[src/hdl/cam_map.vh]
// Register map, field positions and codes for the counter array mode block
`ifndef CAM_MAP_VH
`define CAM_MAP_VH

`define CAM_NUM_MODULES 6
`define CAM_WDT_MODULE 5
`define CAM_SYNC_DEPTH 3

// Mode registers and the cycle configuration register
`define CAM_ADDR_MODE0 8'hda
`define CAM_ADDR_MODE1 8'hdb
`define CAM_ADDR_MODE2 8'hdc
`define CAM_ADDR_MODE3 8'hdd
`define CAM_ADDR_MODE4 8'hde
`define CAM_ADDR_MODE5 8'hce
`define CAM_ADDR_PWM_CFG 8'hdf

// Compare low and high byte addresses
`define CAM_ADDR_LO0 8'hfb
`define CAM_ADDR_LO1 8'he9
`define CAM_ADDR_LO2 8'heb
`define CAM_ADDR_LO3 8'hed
`define CAM_ADDR_LO4 8'hfd
`define CAM_ADDR_LO5 8'hd2
`define CAM_ADDR_HI0 8'hfc
`define CAM_ADDR_HI1 8'hea
`define CAM_ADDR_HI2 8'hec
`define CAM_ADDR_HI3 8'hee
`define CAM_ADDR_HI4 8'hfe
`define CAM_ADDR_HI5 8'hd3

// Mode register fields
`define CAM_MODE_WIDE_PWM 7
`define CAM_MODE_CMP_EN 6
`define CAM_MODE_RISE_CAP 5
`define CAM_MODE_FALL_CAP 4
`define CAM_MODE_MATCH 3
`define CAM_MODE_TOGGLE 2
`define CAM_MODE_PWM 1
`define CAM_MODE_FLAG_IRQ 0
`define CAM_MODE_RESET 8'h00

// Cycle configuration fields
`define CAM_CFG_RELOAD_SEL 7
`define CAM_CFG_COV_IRQ 6
`define CAM_CFG_COV_FLAG 5
`define CAM_CFG_LEN_HI 1
`define CAM_CFG_LEN_LO 0
`define CAM_CFG_RESET 8'h00
`define CAM_UNUSED_READ 3'h0

// Cycle length codes, the counter masks they select, and the 16-bit and frequency masks
`define CAM_LEN_8 2'h0
`define CAM_LEN_9 2'h1
`define CAM_LEN_10 2'h2
`define CAM_LEN_11 2'h3
`define CAM_MASK_8 16'h00ff
`define CAM_MASK_9 16'h01ff
`define CAM_MASK_10 16'h03ff
`define CAM_MASK_11 16'h07ff
`define CAM_MASK_16 16'hffff
`define CAM_MASK_FREQ 16'h00ff

`define CAM_NO_MODULE 3'h7
`define CAM_BYTE_ZERO 8'h00
`define CAM_WORD_ZERO 16'h0000

`endif

[src/hdl/cam_sync.v]
// Three-stage pin synchroniser with agreement filter
`timescale 1ns/10ps
`default_nettype none
module cam_sync (
    // Clock and reset
    input wire mclk,
    input wire rstn,
    // Pin and filtered level
    input wire pin_in,
    output reg level_q
);

reg s1_q;
reg s2_q;
reg s3_q;

// First stage feeds only the second; level moves once stages two and three agree
always @(posedge mclk or negedge rstn) begin
    if (!rstn) begin
        s1_q <= 1'b0;
        s2_q <= 1'b0;
        s3_q <= 1'b0;
        level_q <= 1'b0;
    end else begin
        s1_q <= pin_in;
        s2_q <= s1_q;
        s3_q <= s2_q;
        if (s2_q == s3_q) begin
            level_q <= s3_q;
        end
    end
end

endmodule
`default_nettype wire

[src/hdl/cam_channel.v]
// One capture/compare module: compare register, capture, match, toggle, PWM
`timescale 1ns/10ps
`default_nettype none
`include "cam_map.vh"
module cam_channel (
    // Clock and reset
    input wire mclk,
    input wire rstn,
    // Configuration
    input wire [7:0] mode,
    input wire [15:0] len_mask,
    input wire [15:0] reload,
    input wire reload_allowed,
    // Counter
    input wire [15:0] count_value,
    input wire count_tick,
    input wire cycle_ovf,
    // Software writes to the compare register
    input wire wr_lo,
    input wire wr_hi,
    input wire [7:0] wdata,
    // Synchronised pin edges
    input wire pin_rise,
    input wire pin_fall,
    // Results
    output reg [15:0] compare_q,
    output wire match_hit,
    output wire event_set,
    output reg pin_q
);

wire pwm_en = mode[`CAM_MODE_PWM];
wire tog_en = mode[`CAM_MODE_TOGGLE];
wire wide = mode[`CAM_MODE_WIDE_PWM];
wire freq_mode = tog_en & pwm_en;
// 16-bit PWM ignores the shared length field
wire [15:0] pwm_mask = wide ? `CAM_MASK_16 : len_mask;
wire [15:0] mask = freq_mode ? `CAM_MASK_FREQ : (pwm_en ? pwm_mask : `CAM_MASK_16);
wire [15:0] cnt_m = count_value & mask;
wire [15:0] cmp_m = compare_q & mask;
wire capture = (pin_rise & mode[`CAM_MODE_RISE_CAP]) |
               (pin_fall & mode[`CAM_MODE_FALL_CAP]);

assign match_hit = count_tick & mode[`CAM_MODE_CMP_EN] & (cnt_m == cmp_m);
assign event_set = capture | (match_hit & mode[`CAM_MODE_MATCH]);

always @(posedge mclk or negedge rstn) begin
    if (!rstn) begin
        compare_q <= `CAM_WORD_ZERO;
    end else if (wr_lo) begin
        compare_q[7:0] <= wdata;
    end else if (wr_hi) begin
        compare_q[15:8] <= wdata;
    end else if (capture) begin
        compare_q <= count_value;
    end else if (cycle_ovf & pwm_en & ~wide & ~tog_en & reload_allowed) begin
        // Duty updates land on a cycle boundary
        compare_q <= reload;
    end else if (freq_mode & match_hit) begin
        compare_q[7:0] <= compare_q[7:0] + compare_q[15:8];
    end
end

always @(posedge mclk or negedge rstn) begin
    if (!rstn) begin
        pin_q <= 1'b0;
    end else if (tog_en) begin
        if (match_hit) begin
            pin_q <= ~pin_q;
        end
    end else if (pwm_en) begin
        pin_q <= (cnt_m >= cmp_m);
    end
end

endmodule
`default_nettype wire

[src/hdl/cam_top.v]
// Counter array mode block: cycle configuration, mode registers and six modules
//
// Summary of operation
// Reload select steers compare byte addresses to reload registers instead of compare.
// Reload values act only in 9, 10 and 11-bit PWM.
// Cycle overflow flag requests an interrupt only while its enable is set.
// Cycle overflow flag sets on counter overflow at bit 8 to 11 by length.
// Overflow flag set by hardware or software one; only software clears it.
// Unused configuration bits read zero and ignore writes.
// Length code 00, 01, 10 gives 8, 9, 10-bit PWM cycles.
// A 16-bit PWM module ignores the shared length field.
// Wide PWM bit picks 16-bit PWM, else 8 to 11-bit.
// Comparator enable turns on the module compare against the counter.
// Capture counter on rising or falling input edges as enabled.
// Match enable sets the module event flag on counter equal compare.
// Toggle enable inverts the module pin on each match.
// Toggle plus PWM enable selects frequency output mode.
// PWM enable drives a pulse width modulated pin.
// Module flag raises interrupt only when its flag interrupt enable is set.
// While watchdog is on, module 5 mode writes are rejected; it is watchdog.
// Software turns the watchdog off before changing module 5.
// Low compare byte write clears the module comparator enable.
// High compare byte write sets the module comparator enable.
// Hardware only sets module flags; software clears them.
// In 9 to 11-bit PWM, reload copies into compare at cycle overflow.
`timescale 1ns/10ps
`default_nettype none
`include "cam_map.vh"
module cam_top (
    // Clock and reset
    input wire mclk,
    input wire rstn,
    // Special function register port
    input wire [7:0] sfr_addr,
    input wire sfr_wr,
    input wire [7:0] sfr_wdata,
    output reg [7:0] sfr_rdata,
    // Main counter and control register
    input wire [15:0] count_value,
    input wire count_tick,
    input wire watchdog_on,
    input wire [5:0] module_event_flag,
    // Events toward the control register
    output reg [5:0] module_event_set,
    output reg watchdog_match,
    output wire counter_array_irq,
    // Module pins
    input wire [5:0] module_io_in,
    output wire [5:0] module_io_out,
    output wire [5:0] module_io_oe
);

// Index of a compare low byte address, or none
function [2:0] lo_index;
    input [7:0] a;
    begin
        case (a)
            `CAM_ADDR_LO0: lo_index = 3'd0;
            `CAM_ADDR_LO1: lo_index = 3'd1;
            `CAM_ADDR_LO2: lo_index = 3'd2;
            `CAM_ADDR_LO3: lo_index = 3'd3;
            `CAM_ADDR_LO4: lo_index = 3'd4;
            `CAM_ADDR_LO5: lo_index = 3'd5;
            default: lo_index = `CAM_NO_MODULE;
        endcase
    end
endfunction

// Index of a compare high byte address, or none
function [2:0] hi_index;
    input [7:0] a;
    begin
        case (a)
            `CAM_ADDR_HI0: hi_index = 3'd0;
            `CAM_ADDR_HI1: hi_index = 3'd1;
            `CAM_ADDR_HI2: hi_index = 3'd2;
            `CAM_ADDR_HI3: hi_index = 3'd3;
            `CAM_ADDR_HI4: hi_index = 3'd4;
            `CAM_ADDR_HI5: hi_index = 3'd5;
            default: hi_index = `CAM_NO_MODULE;
        endcase
    end
endfunction

// Index of a mode register address, or none
function [2:0] mode_index;
    input [7:0] a;
    begin
        case (a)
            `CAM_ADDR_MODE0: mode_index = 3'd0;
            `CAM_ADDR_MODE1: mode_index = 3'd1;
            `CAM_ADDR_MODE2: mode_index = 3'd2;
            `CAM_ADDR_MODE3: mode_index = 3'd3;
            `CAM_ADDR_MODE4: mode_index = 3'd4;
            `CAM_ADDR_MODE5: mode_index = 3'd5;
            default: mode_index = `CAM_NO_MODULE;
        endcase
    end
endfunction

// Cycle configuration fields
reg reload_bank_select_q;
reg cycle_overflow_irq_en_q;
reg cycle_overflow_flag_q;
reg cycle_overflow_flag_d;
reg [1:0] cycle_length_sel_q;

// Per-module storage
reg [7:0] mode_q [0:5];
reg [15:0] reload_q [0:5];
wire [15:0] compare_w [0:5];
wire [5:0] match_w;
wire [5:0] event_w;
wire [5:0] level_w;
reg [5:0] level_prev_q;

wire [2:0] lo_sel = lo_index(sfr_addr);
wire [2:0] hi_sel = hi_index(sfr_addr);
wire [2:0] md_sel = mode_index(sfr_addr);
wire cfg_wr = sfr_wr & (sfr_addr == `CAM_ADDR_PWM_CFG);

// Cycle length and overflow detect
reg [15:0] len_mask;
always @* begin
    case (cycle_length_sel_q)
        `CAM_LEN_8: len_mask = `CAM_MASK_8;
        `CAM_LEN_9: len_mask = `CAM_MASK_9;
        `CAM_LEN_10: len_mask = `CAM_MASK_10;
        `CAM_LEN_11: len_mask = `CAM_MASK_11;
        default: len_mask = `CAM_MASK_8;
    endcase
end

// Freshly ticked counter with all cycle bits zero has just rolled over
wire cycle_ovf = count_tick & ((count_value & len_mask) == `CAM_WORD_ZERO);
wire reload_allowed = (cycle_length_sel_q != `CAM_LEN_8);

// Hardware set wins over a software clear in the same cycle
always @* begin
    cycle_overflow_flag_d = cycle_overflow_flag_q;
    if (cfg_wr) begin
        cycle_overflow_flag_d = sfr_wdata[`CAM_CFG_COV_FLAG];
    end
    if (cycle_ovf) begin
        cycle_overflow_flag_d = 1'b1;
    end
end

always @(posedge mclk or negedge rstn) begin
    if (!rstn) begin
        reload_bank_select_q <= 1'b0;
        cycle_overflow_irq_en_q <= 1'b0;
        cycle_overflow_flag_q <= 1'b0;
        cycle_length_sel_q <= `CAM_LEN_8;
    end else begin
        cycle_overflow_flag_q <= cycle_overflow_flag_d;
        if (cfg_wr) begin
            // Bits 4:2 are dropped
            reload_bank_select_q <= sfr_wdata[`CAM_CFG_RELOAD_SEL];
            cycle_overflow_irq_en_q <= sfr_wdata[`CAM_CFG_COV_IRQ];
            cycle_length_sel_q <= sfr_wdata[`CAM_CFG_LEN_HI:`CAM_CFG_LEN_LO];
        end
    end
end

genvar g;
generate
    for (g = 0; g < `CAM_NUM_MODULES; g = g + 1) begin : gen_mod
        wire is_wdt = (g == `CAM_WDT_MODULE);
        // Watchdog locks the module 5 mode register against every write path
        wire locked = is_wdt & watchdog_on;
        wire hit_lo = sfr_wr & (lo_sel == g);
        wire hit_hi = sfr_wr & (hi_sel == g);
        wire hit_md = sfr_wr & (md_sel == g) & ~locked;

        always @(posedge mclk or negedge rstn) begin
            if (!rstn) begin
                mode_q[g] <= `CAM_MODE_RESET;
            end else if (hit_md) begin
                mode_q[g] <= sfr_wdata;
            end else if (hit_lo & ~locked) begin
                mode_q[g][`CAM_MODE_CMP_EN] <= 1'b0;
            end else if (hit_hi & ~locked) begin
                mode_q[g][`CAM_MODE_CMP_EN] <= 1'b1;
            end
        end

        always @(posedge mclk or negedge rstn) begin
            if (!rstn) begin
                reload_q[g] <= `CAM_WORD_ZERO;
            end else if (hit_lo & reload_bank_select_q) begin
                reload_q[g][7:0] <= sfr_wdata;
            end else if (hit_hi & reload_bank_select_q) begin
                reload_q[g][15:8] <= sfr_wdata;
            end
        end

        cam_sync u_sync (
            .mclk(mclk),
            .rstn(rstn),
            .pin_in(module_io_in[g]),
            .level_q(level_w[g])
        );

        cam_channel u_chan (
            .mclk(mclk),
            .rstn(rstn),
            .mode(mode_q[g]),
            .len_mask(len_mask),
            .reload(reload_q[g]),
            .reload_allowed(reload_allowed),
            .count_value(count_value),
            .count_tick(count_tick),
            .cycle_ovf(cycle_ovf),
            .wr_lo(hit_lo & ~reload_bank_select_q),
            .wr_hi(hit_hi & ~reload_bank_select_q),
            .wdata(sfr_wdata),
            .pin_rise(level_w[g] & ~level_prev_q[g]),
            .pin_fall(~level_w[g] & level_prev_q[g]),
            .compare_q(compare_w[g]),
            .match_hit(match_w[g]),
            .event_set(event_w[g]),
            .pin_q(module_io_out[g])
        );

        // Pin is driven in toggle, PWM or frequency output modes
        assign module_io_oe[g] = mode_q[g][`CAM_MODE_TOGGLE] | mode_q[g][`CAM_MODE_PWM];
    end
endgenerate

// Flag sets are registered pulses; the control register keeps the flags
always @(posedge mclk or negedge rstn) begin
    if (!rstn) begin
        level_prev_q <= 6'h0;
        module_event_set <= 6'h0;
        watchdog_match <= 1'b0;
    end else begin
        level_prev_q <= level_w;
        module_event_set <= event_w;
        watchdog_match <= watchdog_on & match_w[`CAM_WDT_MODULE];
    end
end

// Combined interrupt request
reg module_irq;
integer i;
always @* begin
    module_irq = 1'b0;
    for (i = 0; i < `CAM_NUM_MODULES; i = i + 1) begin
        module_irq = module_irq | (module_event_flag[i] & mode_q[i][`CAM_MODE_FLAG_IRQ]);
    end
end

assign counter_array_irq = module_irq |
                           (cycle_overflow_flag_q & cycle_overflow_irq_en_q);

// Read data, registered so it settles one edge after the address
reg [7:0] rd_d;
always @* begin
    rd_d = `CAM_BYTE_ZERO;
    if (sfr_addr == `CAM_ADDR_PWM_CFG) begin
        rd_d = {reload_bank_select_q, cycle_overflow_irq_en_q, cycle_overflow_flag_q,
                `CAM_UNUSED_READ, cycle_length_sel_q};
    end else if (md_sel != `CAM_NO_MODULE) begin
        rd_d = mode_q[md_sel];
    end else if (lo_sel != `CAM_NO_MODULE) begin
        rd_d = reload_bank_select_q ? reload_q[lo_sel][7:0] : compare_w[lo_sel][7:0];
    end else if (hi_sel != `CAM_NO_MODULE) begin
        rd_d = reload_bank_select_q ? reload_q[hi_sel][15:8] : compare_w[hi_sel][15:8];
    end
end

always @(posedge mclk or negedge rstn) begin
    if (!rstn) begin
        sfr_rdata <= `CAM_BYTE_ZERO;
    end else begin
        sfr_rdata <= rd_d;
    end
end

endmodule
`default_nettype wire

[config.mk]
export PLATFORM = sky130hd
export DESIGN_NAME = cam_top
export DESIGN_NICKNAME = d
export VERILOG_FILES = /design/src/hdl/cam_sync.v /design/src/hdl/cam_channel.v /design/src/hdl/cam_top.v
export VERILOG_INCLUDE_DIRS = /design/src /design/src/hdl
export SDC_FILE = /design/constraint.sdc
export NUM_CORES = 1
export LEC_CHECK = 0
export BUFFER_PORTS_ARGS = -buffer_cell sky130_fd_sc_hd__buf_2
export CAP_MARGIN = 20
export CORE_ASPECT_RATIO = 1.2
export CORE_MARGIN = 3
export CORE_UTILIZATION = 32
export CTS_BUF_LIST = sky130_fd_sc_hd__clkbuf_8
export DETAILED_ROUTE_END_ITERATION = 8
export REMOVE_ABC_BUFFERS = 1
export SLEW_MARGIN = 40
export SYNTH_ARGS = -nofsm -noshare
export SYNTH_HDL_FRONTEND = slang
export SYNTH_SLANG_ARGS = --single-unit
export TNS_END_PERCENT = 10
[constraint.sdc]
create_clock -name mclk -period 5.25 [get_ports mclk]
set_input_delay 0.525 -clock mclk [delete_from_list [all_inputs] [get_ports mclk]]
set_output_delay 0.525 -clock mclk [all_outputs]
set_load 0.03 [all_outputs]
==> results.cfg, run 1 <==
[power]
power_frac_comb_pct = 22.4
seqPwrFrac_pct = 41.3
peakVddDrop_uv = 169
leakage_uw = 0.0101
power.density_nw_per_um2 = 289
total_power_uw = 6620
p_clk_share_pct = 36.3
net-switching-power_uw = 2290
netSwitchingFraction_pct = 34.6
cellInternalPower_uw = 4330

[timing]
setup_viol = 0
max_freq_mhz = 218
grt_setup_unrepaired = no
worst_slew_pin_slew_ps = 953
clock_skew_ps = 50.7
slew_viol_final = 0
fin_crit_ps = 4590
hold_slack_ps = 99.5
tns_ps = 0
relSlewSlack_pct = 35.6
hold_viol = 0
fin_crit_sh_pct = 87.4

[global_route]
grt_pass1_wl_um = 137000
antenna_found_initial = 5
grt.total_usage_pct = 27.4
grt_overflow_total = 0
grt_pass1_vias = 19600
grt_max_degree = 120

[floorplan]
die_h_um = 283
core-area_um2 = 62700
initial_core_util_pct = 32.6
die_w_um = 237
num_rows = 100
io_pins = 77
dieArea_um2 = 67000

[drt]
vias = 19900
drtIter0Drc = 2392
wl_per_cell_um = 29.4
drt-pass1-iter-count = 6
via_per_inst = 6.20
drtAntennaViolNets = 0
drcViolationCount = 0
wirelength_um = 94300

[setup_path]
cp.arrival_ps = 5220
cp_data_required_time_ps = 5880
critical_path_class = flop to flop
cp_max_fo = 12
r2r_cells = 13
start_kind = flop
endpoint_kind = flop

[placed_design]
hpwl_um = 67600
placed_area_um2 = 21600
placed_cells = 3096
place.gp.congestion = 1.11
port_buffers = 76

[min_path]
whs_path_depth = 2
hold_path.class = primary input to flop

[synth]
ys_seq_area_share_pct = 36.2
synth_edf_count = 0
synthArstFlopShare_pct = 100
synth_top_area_share_pct = 36.2
ys_ff_latch = 296
ys_types = 83
synth_top_cells_by_area = dfrtp_1 (36%), ha_1 (8.4%), mux2_2 (7.4%)
ys.flop_type = dfrtp_1
synth.largest_area_cell = dfrtp_1
yosys_warnings = 0
syn_inst = 2306
synth.cell_area_um2 = 20500
avgSynthCellArea_um2 = 8.87

[finish]
final-instance-count-excl-fill = 3204
final_area_um2 = 22900
multi_input_area_um2 = 12200
layout-drive-gt1-share_pct = 16.9
area_growth_pct = 12.1
regArea_um2 = 7410
num-fill-cells = 6361
layout.nets = 2538

[outcome]
outcome = finished clean

[cts]
clk_path_buf_depth = 3
clk_latency_ps = 700
cts_buffers = 54
h-tree-depth = 2
clk_pin_slew_ps = 70
cts_sinks = 296
cts_setup_buffers = 0
clockRootBuffer = clkbuf_8
cts_tree = yes

[run]
drv_cap = 0
layout make-up:
| class | count | share of cell area, % |
|---|---|---|
| diodes | 3 | 0.0327 |
| multi-input cells | 1778 | 53.2 |
| clock inverters | 26 | 0.824 |
| clock buffers | 70 | 4.20 |
| inverters | 89 | 1.46 |
| repair buffers | 126 | 3.58 |
| well taps | 816 | 4.45 |
| flip-flops and latches | 296 | 32.3 |
metal layers:
metal	track usage [%]	share of wire, %	up-vias
li1	-	-	8503
met1	33.6	38	9780
met2	42.4	44	1185
met3	6.13	9.1	382
met4	19.2	8.9	6
met5	1.08	0.10	-
worst max-delay path, stage by stage (launching register included):
cell and delay, ps:
dfrtp_1 720, and2_0 680, nor2_1 180, o21ai_0 280, nand2_1 90, ha_1 300, nand4_1 140, nor4_1 620
and3_1 420, nand3_1 110, a31oi_1 270, nand2_1 280, a311oi_1 270, a221o_1 150
flip-flops by register name (all words and copies together) (netlist names), 2 cells and up:
name	cells
sfr_rdata	8
cycle_length_sel_q	2
gen_mod.u_sync.s1_q	6
gen_mod.u_chan.compare_q	96
gen_mod.u_sync.s3_q	6
gen_mod.u_chan.pin_q	6
mode_q	48
module_event_set	6
reload_q	96
gen_mod.u_sync.level_q	6
level_prev_q	6
gen_mod.u_sync.s2_q	6
cells in the mapped netlist, types with 7 or more instances:
library cell and number:
o31ai_1 10, a211o_1 7, dfrtp_1 296, and4_1 7, o2111ai_1 8, xnor2_1 29, a22oi_1 35, a211oi_1 18
mux2i_1 41, a31oi_1 13, o221ai_1 21, clkbuf_1 109, o22ai_1 30, inv_1 89, or4_1 9, ha_1 138
buf_4 8, or3_1 12, mux2_2 135, a21o_1 31, a221oi_1 29, nor2b_1 27, nand2_1 311, a221o_1 14
nor2_1 128, nor4_1 11, o21ai_0 199, nor3_1 35, a311oi_1 9, o21a_1 22, and3_1 15, nand4_1 24
o21bai_1 8, buf_2 20, nor3_2 11, nand3_1 54, nor3b_1 7, or2_2 12, a21oi_1 150, and2_1 51
nand2b_1 22
final timing paths:
| kind | endpoint | slack [ps] | start |
|---|---|---|---|
| max | gen_mod[0].u_chan.compare_q[0] | 660 | cycle_length_sel_q[1] |
| max reg2reg | gen_mod[0].u_chan.compare_q[0] | 660 | cycle_length_sel_q[1] |
| min reg2reg | gen_mod[0].u_sync.s2_q | 350 | gen_mod[0].u_sync.s1_q |
| max in group asynchronous | gen_mod[3].u_chan.compare_q[7] | 3580 | rstn |
| min | watchdog_match | 100 | watchdog_on |
| min in group asynchronous | gen_mod[4].u_sync.s3_q | 440 | rstn |
cell usage in the layout, fill, tap and decap left out, types with 35 or more instances in the layout:
| cell | n |
|---|---|
| a21oi_1 | 150 |
| a22oi_1 | 35 |
| and2_1 | 51 |
| buf_2 | 68 |
| buf_4 | 47 |
| clkbuf_8 | 70 |
| dfrtp_1 | 296 |
| ha_1 | 138 |
| inv_1 | 102 |
| mux2_2 | 135 |
| mux2i_1 | 41 |
| nand2_1 | 311 |
| nand3_1 | 54 |
| nor2_1 | 119 |
| o21ai_0 | 191 |
what timing repair did:
item / 4_1_cts / 5_1_grt
gates resized for setup: 0 / 0
hold buffers: 7 / 0
hold endpoints to repair: 85 / 0
metrics by stage:
| stage | worst slack [ps] | util, % |
|---|---|---|
| after CTS | 768 | 36.5 |
| after detailed placement | 772 | 34.5 |
| after global placement | 721 | 34.5 |
| after global routing | 645 | 36.6 |
| final | 663 | 36.6 |
| after floorplan | 2040 | - |
power groups by stage:
stage               sequential (uW)  clock [uW]  combinational, uW
floorplan                      2630           0                928
global placement               2760           0               1400
CTS                            2720        2440               1460
global route                   2730        2540               1650
detailed placement             2760           0               1450
finish                         2730        2400               1480
logic make-up after synthesis:
| group | share of synthesized area [%] |
|---|---|
| AOI/OAI and AO/OA | 20.5 |
| xor gates and xnor gates | 1.41 |
| adders and majority gates | 9.32 |
| buffers and inverters | 4.60 |
| DFF | 36.2 |
| muxes | 9.66 |
| and+or+nand+nor | 18.3 |
No activity file was read; power rests on OpenSTA's default activity.
==> inputs of run 2 (changes only) <==
CORE_UTILIZATION = 39   (was 32)
==> run 2 against run 1 <==
Power fell by 1.1%; maximum frequency fell by 3.8%; die area fell by 18%; final area fell by 0.58%; critical endpoint unchanged; register-to-register slack got worse by 180 ps; critical path type unchanged; sequential share of layout area rose by 0.19 points; global-route usage rose by 5.5 points; utilization rose by 7.5 points; setup slack got worse by 180 ps; non-clock buffer count rose by 3.
==> results.cfg, run 2 (synthesis gave the netlist of run 1 again) <==
[timing]
clock_skew_ps = 32.2
slew_viol_final = 0
setup_viol = 0
grt_setup_unrepaired = no
worst_slack_ps = 481
fin_crit_ps = 4770
hold_viol = 0
relSlewSlack_pct = 36.3
tns_ps = 0
worst_slew_pin_slew_ps = 955
max_freq_mhz = 210
fin_crit_sh_pct = 90.8

[setup_path]
endpoint_kind = flop
cpPeakStageDelay_ps = 800
critPathLaunch = cycle_length_sel_q[1]
cp.arrival_ps = 5380
r2r_cells = 13
endpoint = gen_mod[0].u_chan.compare_q[0]
critPathBufInv = 0
r2r_end = gen_mod[0].u_chan.compare_q[0]
start_kind = flop
crit_chain = and2_0 -> nor2_1 -> o21ai_0 -> nand2_1 -> ha_1 -> nand4_1 -> nor4_1 -> and3_1 -> nand3_1 -> a31oi_1 -> nand2_1 -> a311oi_1 -> a221o_1
r2r_setup_slack_ps = 480
cp.depth = 13
cp_data_required_time_ps = 5860
crit_family = simple AND/OR/NAND/NOR gates
critical_path_class = flop to flop
critPathSlowestCell = dfrtp_1
cp_common_cell = nand2_1
reg2reg_from = cycle_length_sel_q[1]
cp_max_fo = 12

[power]
seqPwrFrac_pct = 41.5
leakage_uw = 0.0101
power_frac_comb_pct = 22.4
power.density_nw_per_um2 = 287
p_clk_share_pct = 36.0
cellInternalPower_uw = 4280
peakVddDrop_uv = 211
net-switching-power_uw = 2260
netSwitchingFraction_pct = 34.6

[finish]
final_common_cell = nand2_1
layout.nets = 2541
area_growth_pct = 11.5
most-common-layout-cells = nand2_1 (311), dfrtp_1 (296), o21ai_0 (191)
top_regs = gen_mod.u_chan.compare_q x96, reload_q x96, mode_q x48
final-instance-count-excl-fill = 3089
layout-drive-gt1-share_pct = 16.9

[run]
drv_cap = 0

[cts]
cts_tree = yes
h-tree-depth = 2
clk_latency_ps = 690
cts_setup_buffers = 0
cts_sinks = 296
clk_pin_slew_ps = 70
clockRootBuffer = clkbuf_8
cts_buffers = 54
clk_path_buf_depth = 3

[drt]
wirelength_um = 93300
wl_per_cell_um = 30.2
via_per_inst = 6.39
drcViolationCount = 0
drtAntennaViolNets = 0
vias = 19700
drt-pass1-iter-count = 7
drtIter0Drc = 2102

[floorplan]
io_pins = 77
core-area_um2 = 51700
die_h_um = 257
num_rows = 91
initial_core_util_pct = 39.6
dieArea_um2 = 55200
die_w_um = 215

[global_route]
grt_pass1_wl_um = 133000
grt_pass1_vias = 18700
grt.total_usage_pct = 32.9
antenna_found_initial = 5
grt_overflow_total = 0
grt_max_degree = 114

[placed_design]
port_buffers = 76
pre_cts_ws_ps = 673
place.gp.congestion = 1.09
hpwl_um = 67600
placed_cells = 2981

[outcome]
outcome = finished clean

[min_path]
hold_path.class = primary input to flop
==> run 2: layer usage <==
metal  track usage (%)  wire (um)  up-vias
li1                  -          -     8487
met1              41.6      36300     9652
met2              51.6      41000     1225
met3              7.11       8750      370
met4              19.8       7280        2
met5                 0         13        -
==> run 2: worst min path at each step <==
| stage | slack [ps] | depth (start not counted) | from | end |
|---|---|---|---|---|
| after floorplan | 230 | 0 | rstn | cycle_length_sel_q[0] |
| after global placement | 330 | 0 | gen_mod[2].u_sync.s1_q | gen_mod[2].u_sync.s2_q |
| after detailed placement | 340 | 0 | gen_mod[5].u_sync.s1_q | gen_mod[5].u_sync.s2_q |
| after CTS | 50 | 2 | watchdog_on | watchdog_match |
| after global routing | 90 | 2 | watchdog_on | watchdog_match |
| final | 90 | 2 | watchdog_on | watchdog_match |
==> run 2: through the flow <==
stage	power, uW	cell area (um^2)	util [%]	hold WS (ps)
2_1_floorplan	3560	19800	-	229
3_3_place_gp	4130	21500	41.5	332
3_5_place_dp	4180	21600	41.7	341
4_1_cts	6550	22800	44.0	52.5
5_1_grt	6830	22800	44.1	92.4
6_report	6540	22800	44.1	87.3
==> run 2: repair_timing <==
| action | CTS | global route |
|---|---|---|
| endpoints found under the hold margin | 83 | 0 |
| hold buffers | 7 | 0 |
| gates resized for setup | 0 | 0 |
==> run 2: cell type report <==
class	instances	area [um^2]
Tap cell	697	872
Clock buffer	70	963
Multi-Input combinational cell	1778	12200
Timing Repair Buffer	129	835
Sequential cell	296	7410
Clock inverter	28	174
Inverter	89	334
Fill cell	5205	28900
Antenna cell	2	5.00
==> run 2: power by group through the flow <==
stage	registers [uW]	clock network, uW	logic (uW)
after detailed placement	2750	0	1430
after floorplan	2630	0	928
after CTS	2710	2400	1450
after global placement	2740	0	1390
after global routing	2720	2490	1620
final	2720	2360	1470
==> run 2: worst register-to-register path, stage by stage, from the launching register on <==
cell and delay (ps):
dfrtp_1 800, and2_0 710, nor2_1 150, o21ai_0 230
nand2_1 80, ha_1 300, nand4_1 140, nor4_1 690
and3_1 490, nand3_1 120, a31oi_1 310, nand2_1 280
a311oi_1 260, a221o_1 140
